### src/inc/smd_map.svh
`ifndef SMD_MAP_SVH
`define SMD_MAP_SVH
`define SMD_OFS_START    12'h010
`define SMD_OFS_STATUS   12'h400
`define SMD_OFS_RATE     12'h524
`define SMD_OFS_RX_PTR   12'h534
`define SMD_OFS_RX_MAX   12'h538
`define SMD_OFS_RX_AMT   12'h53c
`define SMD_OFS_RX_LIST  12'h540
`define SMD_OFS_TX_PTR   12'h544
`define SMD_OFS_TX_MAX   12'h548
`define SMD_OFS_TX_AMT   12'h54c
`define SMD_OFS_TX_LIST  12'h550
`define SMD_OFS_FORMAT   12'h554
`define SMD_OFS_RXDLY    12'h560
`define SMD_OFS_GUARD    12'h564
`define SMD_OFS_SELPOL   12'h568
`define SMD_OFS_DCPSEL   12'h56c
`define SMD_OFS_DCCFG    12'h570
`define SMD_OFS_ORC      12'h5c0
`define SMD_RST_RATE     32'h0400_0000
`define SMD_RST_RXDLY    8'h02
`define SMD_RST_GUARD    8'h02
`define SMD_FMT_ORDER    0
`define SMD_FMT_CPHA     1
`define SMD_FMT_CPOL     2
`define SMD_CLK_NS       5
`define SMD_START_NS     1000
`define SMD_START_CYC    10'((`SMD_START_NS + `SMD_CLK_NS - 1) / `SMD_CLK_NS)
`define SMD_R125K        32'h0200_0000
`define SMD_R250K        32'h0400_0000
`define SMD_R500K        32'h0800_0000
`define SMD_R1M          32'h1000_0000
`define SMD_R2M          32'h2000_0000
`define SMD_R4M          32'h4000_0000
`define SMD_R8M          32'h8000_0000
`define SMD_R16M         32'h00a0_0000
`define SMD_R32M         32'h1400_0000
`endif

### src/inc/smd_pkg.sv
package smd_pkg;
   typedef enum logic [2:0] {
      ST_IDLE  = 3'b000,
      ST_START = 3'b001,
      ST_LEAD  = 3'b010,
      ST_FETCH = 3'b011,
      ST_LOAD  = 3'b100,
      ST_SHIFT = 3'b101,
      ST_TRAIL = 3'b110,
      ST_GAP   = 3'b111
   } smd_state_t;
   typedef struct packed {
      logic cpol;
      logic cpha;
      logic lsb;
   } smd_fmt_t;
endpackage

### src/verilog/smd_spi_master_unit_core.sv
`include "smd_map.svh"
`default_nettype none
module smd_spi_master_unit_core
   import smd_pkg::*;
(
   input  wire logic        clk_sys_i,
   input  wire logic        srst_i,
   input  wire logic [11:0] reg_addr_i,
   input  wire logic [31:0] reg_wdata_i,
   input  wire logic        reg_wr_i,
   input  wire logic        reg_rd_i,
   output logic      [31:0] reg_rdata_o,
   output logic             mem_rd_o,
   output logic      [31:0] mem_raddr_o,
   input  wire logic [7:0]  mem_rdata_i,
   output logic             mem_wr_o,
   output logic      [31:0] mem_waddr_o,
   output logic      [7:0]  mem_wdata_o,
   output logic             sck_o,
   output logic             mosi_o,
   input  wire logic        miso_i,
   output logic             csn_o,
   output logic             busy_o,
   output logic             end_o
);
   // ****************************************
   // Registers and state
   // ****************************************
   logic [31:0] rate_ff, rx_ptr_ff, tx_ptr_ff;
   logic [15:0] rx_max_ff, tx_max_ff, rx_amt_ff, tx_amt_ff;
   logic        rx_list_ff, tx_list_ff, selpol_ff;
   smd_fmt_t    fmt_ff;
   logic [7:0]  rxdly_ff, guard_ff, orc_ff;
   logic [31:0] dcpsel_ff, dccfg_ff;
   smd_state_t  state_ff;
   logic [9:0]  cnt_ff, half_cnt_ff, smp_cnt_ff;
   logic [4:0]  edge_ff;
   logic [15:0] rx_lim_ff, tx_lim_ff, total_ff, byte_ff, rx_idx_ff, tx_idx_ff;
   logic [7:0]  tx_sh_ff, rx_sh_ff, cur_tx_ff;
   logic [3:0]  rx_bits_ff;
   logic        smp_pend_ff, fetch_ok_ff;
   logic        m1_ff, m2_ff, m3_ff, miso_ff;
   logic [9:0]  half_cyc, dly_cyc, guard_cyc;
   logic        start_req, edge_now, lead_edge, smp_edge, shf_edge, capture;

   // ****************************************
   // Rate and timing conversions
   // ****************************************
   // Half periods in 5 ns cycles; 8M and up round down to the 5 ns grid.
   // rate code lookup
   always_comb begin
      unique case (rate_ff)
         `SMD_R125K: half_cyc = 10'd800;
         `SMD_R500K: half_cyc = 10'd200;
         `SMD_R1M:   half_cyc = 10'd100;
         `SMD_R2M:   half_cyc = 10'd50;
         `SMD_R4M:   half_cyc = 10'd25;
         `SMD_R8M:   half_cyc = 10'd12;
         `SMD_R16M:  half_cyc = 10'd6;
         `SMD_R32M:  half_cyc = 10'd3;
         default:    half_cyc = 10'd400; // Undefined codes run at 250 kbps.
      endcase
   end

   // One 64 MHz cycle is 3.125 system cycles; minimum times round up.
   // delay in 64 MHz units
   assign dly_cyc   = 10'((13'(rxdly_ff) * 13'd25 + 13'd7) >> 3);
   assign guard_cyc = 10'((13'(guard_ff) * 13'd25 + 13'd7) >> 3);

   assign start_req = reg_wr_i && (reg_addr_i == `SMD_OFS_START) && reg_wdata_i[0];
   assign edge_now  = (state_ff == ST_SHIFT) && (edge_ff < 5'd16)
                      && (half_cnt_ff == half_cyc - 10'd1);
   assign lead_edge = ~edge_ff[0];
   assign smp_edge  = edge_now && (fmt_ff.cpha ? ~lead_edge : lead_edge);
   assign shf_edge  = edge_now && (fmt_ff.cpha ? lead_edge : (~lead_edge && edge_ff != 5'd15));
   assign capture   = smp_pend_ff && (smp_cnt_ff == 10'd0);

   // ****************************************
   // Register bus
   // ****************************************
   // Writes land in the cycle after the strobe; the engine reads them live, except the maxima, which a start latches.
   always_ff @(posedge clk_sys_i) begin
      if (srst_i) begin
         rate_ff    <= `SMD_RST_RATE;
         rx_max_ff  <= 16'h0000;
         tx_max_ff  <= 16'h0000;
         rx_list_ff <= 1'b0;
         tx_list_ff <= 1'b0;
         fmt_ff     <= '0;
         rxdly_ff   <= `SMD_RST_RXDLY;
         guard_ff   <= `SMD_RST_GUARD;
         selpol_ff  <= 1'b0;
         orc_ff     <= 8'h00;
         dcpsel_ff  <= 32'hffff_ffff;
         dccfg_ff   <= 32'h0000_0000;
      end else if (reg_wr_i) begin
         unique case (reg_addr_i)
            `SMD_OFS_RATE:    rate_ff    <= reg_wdata_i;
            `SMD_OFS_RX_MAX:  rx_max_ff  <= reg_wdata_i[15:0];
            `SMD_OFS_TX_MAX:  tx_max_ff  <= reg_wdata_i[15:0];
            `SMD_OFS_RX_LIST: rx_list_ff <= reg_wdata_i[0];
            `SMD_OFS_TX_LIST: tx_list_ff <= reg_wdata_i[0];
            `SMD_OFS_FORMAT:  fmt_ff     <= reg_wdata_i[2:0];
            `SMD_OFS_RXDLY:   rxdly_ff   <= reg_wdata_i[7:0];
            `SMD_OFS_GUARD:   guard_ff   <= reg_wdata_i[7:0];
            `SMD_OFS_SELPOL:  selpol_ff  <= reg_wdata_i[0];
            `SMD_OFS_DCPSEL:  dcpsel_ff  <= reg_wdata_i;
            `SMD_OFS_DCCFG:   dccfg_ff   <= reg_wdata_i;
            `SMD_OFS_ORC:     orc_ff     <= reg_wdata_i[7:0];
            default: ;
         endcase
      end
   end

   // Pointers advance by one buffer at the end when array list mode is on.
   always_ff @(posedge clk_sys_i) begin
      if (srst_i) begin
         rx_ptr_ff <= 32'h0000_0000;
         tx_ptr_ff <= 32'h0000_0000;
      end else if (reg_wr_i && reg_addr_i == `SMD_OFS_RX_PTR) begin
         rx_ptr_ff <= reg_wdata_i;
      end else if (reg_wr_i && reg_addr_i == `SMD_OFS_TX_PTR) begin
         tx_ptr_ff <= reg_wdata_i;
      end else if (end_o) begin
         if (rx_list_ff) rx_ptr_ff <= rx_ptr_ff + 32'(rx_lim_ff);
         if (tx_list_ff) tx_ptr_ff <= tx_ptr_ff + 32'(tx_lim_ff);
      end
   end

   // Read data stands only in the cycle after the strobe; unmapped reads 0.
   always_ff @(posedge clk_sys_i) begin
      if (srst_i || !reg_rd_i) begin
         reg_rdata_o <= 32'h0000_0000;
      end else begin
         unique case (reg_addr_i)
            `SMD_OFS_STATUS:  reg_rdata_o <= {29'h0, state_ff};
            `SMD_OFS_RATE:    reg_rdata_o <= rate_ff;
            `SMD_OFS_RX_PTR:  reg_rdata_o <= rx_ptr_ff;
            `SMD_OFS_RX_MAX:  reg_rdata_o <= {16'h0, rx_max_ff};
            `SMD_OFS_RX_AMT:  reg_rdata_o <= {16'h0, rx_amt_ff};
            `SMD_OFS_RX_LIST: reg_rdata_o <= {31'h0, rx_list_ff};
            `SMD_OFS_TX_PTR:  reg_rdata_o <= tx_ptr_ff;
            `SMD_OFS_TX_MAX:  reg_rdata_o <= {16'h0, tx_max_ff};
            `SMD_OFS_TX_AMT:  reg_rdata_o <= {16'h0, tx_amt_ff};
            `SMD_OFS_TX_LIST: reg_rdata_o <= {31'h0, tx_list_ff};
            `SMD_OFS_FORMAT:  reg_rdata_o <= {29'h0, fmt_ff};
            `SMD_OFS_RXDLY:   reg_rdata_o <= {24'h0, rxdly_ff};
            `SMD_OFS_GUARD:   reg_rdata_o <= {24'h0, guard_ff};
            `SMD_OFS_SELPOL:  reg_rdata_o <= {31'h0, selpol_ff};
            `SMD_OFS_DCPSEL:  reg_rdata_o <= dcpsel_ff;
            `SMD_OFS_DCCFG:   reg_rdata_o <= dccfg_ff;
            `SMD_OFS_ORC:     reg_rdata_o <= {24'h0, orc_ff};
            default:          reg_rdata_o <= 32'h0000_0000;
         endcase
      end
   end

   // ****************************************
   // Transaction sequencer
   // ****************************************
   // A start while busy is ignored; maxima are frozen for the transaction.
   always_ff @(posedge clk_sys_i) begin
      if (srst_i) begin
         state_ff  <= ST_IDLE;
         cnt_ff    <= 10'd0;
         rx_lim_ff <= 16'h0000;
         tx_lim_ff <= 16'h0000;
         total_ff  <= 16'h0000;
         byte_ff   <= 16'h0000;
      end else begin
         cnt_ff <= cnt_ff + 10'd1;
         unique case (state_ff)
            ST_IDLE: begin
               if (start_req) begin
                  state_ff  <= ST_START;
                  cnt_ff    <= 10'd0;
                  rx_lim_ff <= rx_max_ff;
                  tx_lim_ff <= tx_max_ff;
                  total_ff  <= (rx_max_ff > tx_max_ff) ? rx_max_ff : tx_max_ff;
                  byte_ff   <= 16'h0000;
               end
            end
            ST_START: if (cnt_ff >= `SMD_START_CYC - 10'd1) begin
               state_ff <= ST_LEAD;
               cnt_ff   <= 10'd0;
            end
            ST_LEAD: if (cnt_ff >= guard_cyc) begin
               state_ff <= (total_ff == 16'h0000) ? ST_TRAIL : ST_FETCH;
               cnt_ff   <= 10'd0;
            end
            ST_FETCH: state_ff <= ST_LOAD;
            ST_LOAD:  state_ff <= ST_SHIFT;
            ST_SHIFT: if (edge_ff == 5'd16 && !smp_pend_ff && half_cnt_ff >= half_cyc) begin
               byte_ff  <= byte_ff + 16'h0001;
               state_ff <= (byte_ff + 16'h0001 < total_ff) ? ST_FETCH : ST_TRAIL;
               cnt_ff   <= 10'd0;
            end
            ST_TRAIL: if (cnt_ff >= guard_cyc) begin
               state_ff <= ST_GAP;
               cnt_ff   <= 10'd0;
            end
            ST_GAP: if (cnt_ff >= guard_cyc) state_ff <= ST_IDLE;
         endcase
      end
   end

   assign busy_o = (state_ff != ST_IDLE);

   always_ff @(posedge clk_sys_i) begin
      if (srst_i) begin
         end_o     <= 1'b0;
         rx_amt_ff <= 16'h0000;
         tx_amt_ff <= 16'h0000;
      end else begin
         end_o <= (state_ff == ST_GAP) && (cnt_ff >= guard_cyc);
         if (state_ff == ST_TRAIL && cnt_ff >= guard_cyc) begin
            rx_amt_ff <= rx_idx_ff;
            tx_amt_ff <= tx_idx_ff;
         end
      end
   end

   // ****************************************
   // Transmit path
   // ****************************************
   // Memory answers in the cycle its read strobe stands, which is LOAD, so the byte is taken in LOAD.
   always_ff @(posedge clk_sys_i) begin
      if (srst_i) begin
         mem_rd_o    <= 1'b0;
         mem_raddr_o <= 32'h0000_0000;
         fetch_ok_ff <= 1'b0;
         tx_idx_ff   <= 16'h0000;
         cur_tx_ff   <= 8'h00;
      end else begin
         mem_rd_o <= 1'b0;
         if (state_ff == ST_IDLE && start_req) tx_idx_ff <= 16'h0000;
         if (state_ff == ST_FETCH) begin
            fetch_ok_ff <= (tx_idx_ff < tx_lim_ff);
            if (tx_idx_ff < tx_lim_ff) begin
               mem_rd_o    <= 1'b1;
               mem_raddr_o <= tx_ptr_ff + 32'(tx_idx_ff);
               tx_idx_ff   <= tx_idx_ff + 16'h0001;
            end
         end
         if (state_ff == ST_LOAD) cur_tx_ff <= fetch_ok_ff ? mem_rdata_i : orc_ff;
      end
   end

   // Bit clock and shift register; SCK rests at the polarity level.
   always_ff @(posedge clk_sys_i) begin
      if (srst_i) begin
         half_cnt_ff <= 10'd0;
         edge_ff     <= 5'd0;
         tx_sh_ff    <= 8'h00;
         mosi_o      <= 1'b0;
         sck_o       <= 1'b0;
      end else if (state_ff == ST_LOAD) begin
         half_cnt_ff <= 10'd0;
         edge_ff     <= 5'd0;
         sck_o       <= fmt_ff.cpol;
         tx_sh_ff    <= fetch_ok_ff ? mem_rdata_i : orc_ff;
         // Phase 0 must present the first bit before the leading edge.
         if (!fmt_ff.cpha) begin
            mosi_o   <= fmt_ff.lsb ? (fetch_ok_ff ? mem_rdata_i[0] : orc_ff[0])
                                   : (fetch_ok_ff ? mem_rdata_i[7] : orc_ff[7]);
            tx_sh_ff <= fmt_ff.lsb ? ((fetch_ok_ff ? mem_rdata_i : orc_ff) >> 1)
                                   : ((fetch_ok_ff ? mem_rdata_i : orc_ff) << 1);
         end
      end else if (state_ff == ST_SHIFT) begin
         half_cnt_ff <= edge_now ? 10'd0 : half_cnt_ff + ((half_cnt_ff < half_cyc) ? 10'd1 : 10'd0);
         if (edge_now) begin
            edge_ff <= edge_ff + 5'd1;
            sck_o   <= ~sck_o;
         end
         if (shf_edge) begin
            mosi_o   <= fmt_ff.lsb ? tx_sh_ff[0] : tx_sh_ff[7];
            tx_sh_ff <= fmt_ff.lsb ? (tx_sh_ff >> 1) : (tx_sh_ff << 1);
         end
      end else begin
         sck_o <= fmt_ff.cpol;
      end
   end

   // ****************************************
   // Receive path
   // ****************************************
   // Three stages; a level counts only once the last two agree.
   always_ff @(posedge clk_sys_i) begin
      if (srst_i) begin
         m1_ff   <= 1'b0;
         m2_ff   <= 1'b0;
         m3_ff   <= 1'b0;
         miso_ff <= 1'b0;
      end else begin
         m1_ff <= miso_i;
         m2_ff <= m1_ff;
         m3_ff <= m2_ff;
         if (m2_ff == m3_ff) miso_ff <= m3_ff;
      end
   end

   // The synchroniser adds latency; the delay register holds the sample back to cover it.
   always_ff @(posedge clk_sys_i) begin
      if (srst_i) begin
         smp_pend_ff <= 1'b0;
         smp_cnt_ff  <= 10'd0;
         rx_sh_ff    <= 8'h00;
         rx_bits_ff  <= 4'd0;
         rx_idx_ff   <= 16'h0000;
         mem_wr_o    <= 1'b0;
         mem_waddr_o <= 32'h0000_0000;
         mem_wdata_o <= 8'h00;
      end else begin
         mem_wr_o <= 1'b0;
         if (state_ff == ST_IDLE && start_req) begin
            rx_idx_ff  <= 16'h0000;
            rx_bits_ff <= 4'd0;
         end
         if (smp_edge) begin
            smp_pend_ff <= 1'b1;
            smp_cnt_ff  <= dly_cyc;
         end else if (smp_pend_ff && !capture) begin
            smp_cnt_ff <= smp_cnt_ff - 10'd1;
         end else if (capture) begin
            smp_pend_ff <= 1'b0;
         end
         if (capture) begin
            rx_sh_ff   <= fmt_ff.lsb ? {miso_ff, rx_sh_ff[7:1]} : {rx_sh_ff[6:0], miso_ff};
            rx_bits_ff <= (rx_bits_ff == 4'd7) ? 4'd0 : rx_bits_ff + 4'd1;
            if (rx_bits_ff == 4'd7 && rx_idx_ff < rx_lim_ff) begin
               mem_wr_o    <= 1'b1;
               mem_waddr_o <= rx_ptr_ff + 32'(rx_idx_ff);
               mem_wdata_o <= fmt_ff.lsb ? {miso_ff, rx_sh_ff[7:1]} : {rx_sh_ff[6:0], miso_ff};
               rx_idx_ff   <= rx_idx_ff + 16'h0001;
            end
         end
      end
   end

   always_ff @(posedge clk_sys_i) begin
      if (srst_i) csn_o <= 1'b1;
      else if (state_ff inside {ST_IDLE, ST_START, ST_GAP}) csn_o <= ~selpol_ff;
      else csn_o <= selpol_ff;
   end
endmodule
`default_nettype wire

### config.mk
export PLATFORM = sky130hd
export DESIGN_NAME = smd_spi_master_unit_core
export DESIGN_NICKNAME = d
export VERILOG_FILES = /design/src/inc/smd_pkg.sv /design/src/verilog/smd_spi_master_unit_core.sv
export VERILOG_INCLUDE_DIRS = /design/src /design/src/inc
export SDC_FILE = /design/constraint.sdc
export NUM_CORES = 2
export LEC_CHECK = 0
export ABC_AREA = 1
export BUFFER_PORTS_ARGS = -buffer_cell sky130_fd_sc_hd__buf_2
export CORE_ASPECT_RATIO = 0.5
export CORE_UTILIZATION = 30
export DETAILED_ROUTE_END_ITERATION = 7
export PLACE_DENSITY = 0.42
export REMOVE_ABC_BUFFERS = 1
export SYNTH_ARGS = -nofsm -noshare
export SYNTH_HDL_FRONTEND = slang
export SYNTH_SLANG_ARGS = --single-unit
### constraint.sdc
create_clock -name clk_sys_i -period 11.1 [get_ports clk_sys_i]
set_input_delay 1.665 -clock clk_sys_i [delete_from_list [all_inputs] [get_ports clk_sys_i]]
set_output_delay 1.665 -clock clk_sys_i [all_outputs]
set_load 0.005 [all_outputs]
==> results.json <==
{
  "initial_core_util_pct": 30.3,
  "grt_use_total_pct": 23.2,
  "num_io_pins": 168,
  "status": "finished, violations left",
  "peakVddDrop_uv": 105,
  "dp.cells": 5572,
  "hold_buffers": 0,
  "yosys_warnings": 0,
  "period_needed_ns": 5.70,
  "critPathLaunchType": "register",
  "nets": 4574,
  "p_total_uw": 4100,
  "wire_per_inst_microns": 21.5,
  "dp.final_hpwl_microns": 92400,
  "grt_pass1_wl_microns": 180000,
  "synth.largest_area_cell": "dfxtp_1",
  "rsz0062_at_grt": "false",
  "maxCapViolations": 0,
  "die_area_sq_um": 103000,
  "synth_ff_type": "dfxtp_1",
  "p_per_area_nw_per_um2": 120,
  "nFillCells": 10785,
  "areaGrowthSynthToFinish_pct": 12.6,
  "holdCritPathClass": "reg -> reg",
  "slew_viol_final": 0,
  "maxSlewHeadroom_pct": 24.2,
  "setup_viol": 0,
  "rows": 82,
  "grt_pass1_vias": 27303,
  "post_cts_buffers": 0,
  "cts_inserted_buffers": 54,
  "cts_tree": "built",
  "critPathMaxFanout": 42,
  "seq_area_frac_synth_pct": 34.5,
  "fin_skew_ns": 0.0371,
  "antenna_left": 0,
  "fp.dieH_microns": 227,
  "overflow": 0,
  "synth_area_leaders": "dfxtp_1, ha_1, a21oi_1, nand2_1, inv_1",
  "timing.fmax_mhz": 175,
  "crit_path_end_kind": "register",
  "clock_path_buffers": 3,
  "drive_gt1_share_pct": 9.41,
  "cts-root-buf": "clkbuf_16",
  "hold_viol_final": 0,
  "path_clk_slew_ns": 0.07,
  "period_share_pct": 51.4,
  "wl_microns": 122000,
  "tightest_slew_ns": 1.13,
  "tns_ns": 0,
  "clk_latency_ns": 0.67,
  "vias": 29064,
  "netlist_instances": 4209,
  "syn_area_per_cell_sq_um": 7.23,
  "core_area_sq_um": 100000,
  "synth_edf_count": 0,
  "pre_cts_ws_ns": 5.12,
  "yosysUniqueCellTypes": 65,
  "synth-async-reset-ratio_pct": 0,
  "synth_area_sq_um": 30400,
  "post_cts_resized": 0,
  "cts_sinks": 524,
  "antenna_found_initial": 4,
  "via_per_inst": 5.13,
  "required_ns": 11.62,
  "worstPathArrival_ns": 6.22,
  "fin_cells": 5670,
  "path_class": "reg -> reg",
  "post-route-drc-count": 2,
  "dr.pass1.iters": 8,
  "grt_max_degree": 98,
  "drt_iter0_markers": 2545,
  "place_congestion": 0.948,
  "ys_ff_latch": 524,
  "htreeDepth": 2,
  "die-width_microns": 452,
  "violations": "DRC",
  "setup_slack_ns": 5.40,
  "io_buffer_count": 167,
  "yosys.area.top_type_share_pct": 34.5,
  "power_leakage_uw": 0.0144
}
==> cell usage in the layout, fill, tap and decap left out, drive strengths merged, types with 46 or more instances in the layout <==
cell type / instances
nand4: 53
dfxtp: 524
nor2: 331
a21oi: 523
ha: 221
nand3: 193
xor2: 119
nand2: 661
inv: 548
o211ai: 46
buf: 206
o21ai: 399
o22ai: 85
clkbuf: 74
nor3: 51
==> layout make-up <==
class	count	area (sq um)	share of cell area, %
clock buffer	74	1550	4.52
inverter	548	2070	6.03
multi-input combinational	2950	17100	50.0
antenna	1	2.50	0.00730
clock inverter	23	195	0.570
timing repair buffer	206	1130	3.30
sequential	524	10500	30.6
tap	1344	1680	4.91
==> registers in the layout, indices dropped and copies added, names as in the netlist, 32 cells and up <==
name and count:
reg_rdata_o 32, rx_ptr_ff 32, rate_ff 32, mem_raddr_o 32, tx_ptr_ff 32, dcpsel_ff 32, dccfg_ff 32, mem_waddr_o 32
==> metrics by stage <==
step / utilization, % / instance area [sq um] / hold slack [ns]
after floorplan: - / 29700 / 0.388
after global placement: 32.4 / 32500 / 0.401
after detailed placement: 32.4 / 32500 / 0.404
after CTS: 34.1 / 34300 / 0.415
after global routing: 34.1 / 34300 / 0.448
final: 34.1 / 34300 / 0.407
==> cells by family (layout without fill, tap and decap cells) <==
logic type	count (synthesis)	after routing	share of synthesized area, %
AOI/OAI and AO/OA	1217	1217	22.4
and+or+nand+nor	1336	1336	19.2
xor gates and xnor gates	164	164	4.72
adders and majority gates	233	233	9.88
DFF	524	524	34.5
other	0	1	0
buffers and inverters	735	851	9.26
==> per-layer routing <==
layer | GRT usage [%] | part of all wire [%]
met1 | 34.0 | 50
met4 | 4.37 | 1.5
met3 | 3.29 | 5.3
met2 | 36.1 | 43
met5 | 0 | 0
==> where the power goes <==
part | switching, uW | internal [uW]
combinational | 222 | 70.0
sequential | 16.0 | 1890
clock | 872 | 1020
total | 1110 | 2990
==> critical path: stages, from the launching register on <==
cell      delay [ns]
dfxtp_1         0.39
inv_1           0.10
ha_1            0.33
inv_1           0.06
fa_1            0.45
ha_1            0.31
ha_1            0.36
a21oi_1         0.16
o21ai_0         0.15
a21o_1          0.18
a21oi_1         0.19
nor2_1          0.06
nor2_1          0.09
o21bai_1        0.10
nand2_1         0.07
nand2_1         0.04
a21oi_1         0.14
xor2_1          0.19
ha_1            0.28
a21oi_1         0.15
o21ai_0         0.09
a21oi_1         0.12
nand3_1         0.18
nand2_1         0.12
buf_4           0.42
inv_1           0.47
o21ai_0         0.28
a21oi_1         0.06
==> cell usage after synthesis, drive strengths merged, types with 26 or more instances <==
cell type,count
xnor2,45
a31oi,37
clkbuf,161
ha,221
nor3,51
nor4,26
xor2,119
buf,26
o22ai,85
nand3,193
a21oi,523
nand4,53
inv,545
nor2,331
o211ai,46
nand2,661
o21ai,399
dfxtp,524
==> worst paths after layout <==
kind	slack, ns	endpoint	depth (start not counted)	start
max	5.40	rx_amt_ff[5]	27	guard_ff[2]
min	0.41	m2_ff	2	m1_ff
max reg2reg	5.40	rx_amt_ff[5]	27	guard_ff[2]
min reg2reg	0.41	m2_ff	2	m1_ff
Power figures use the tool's default switching activity.
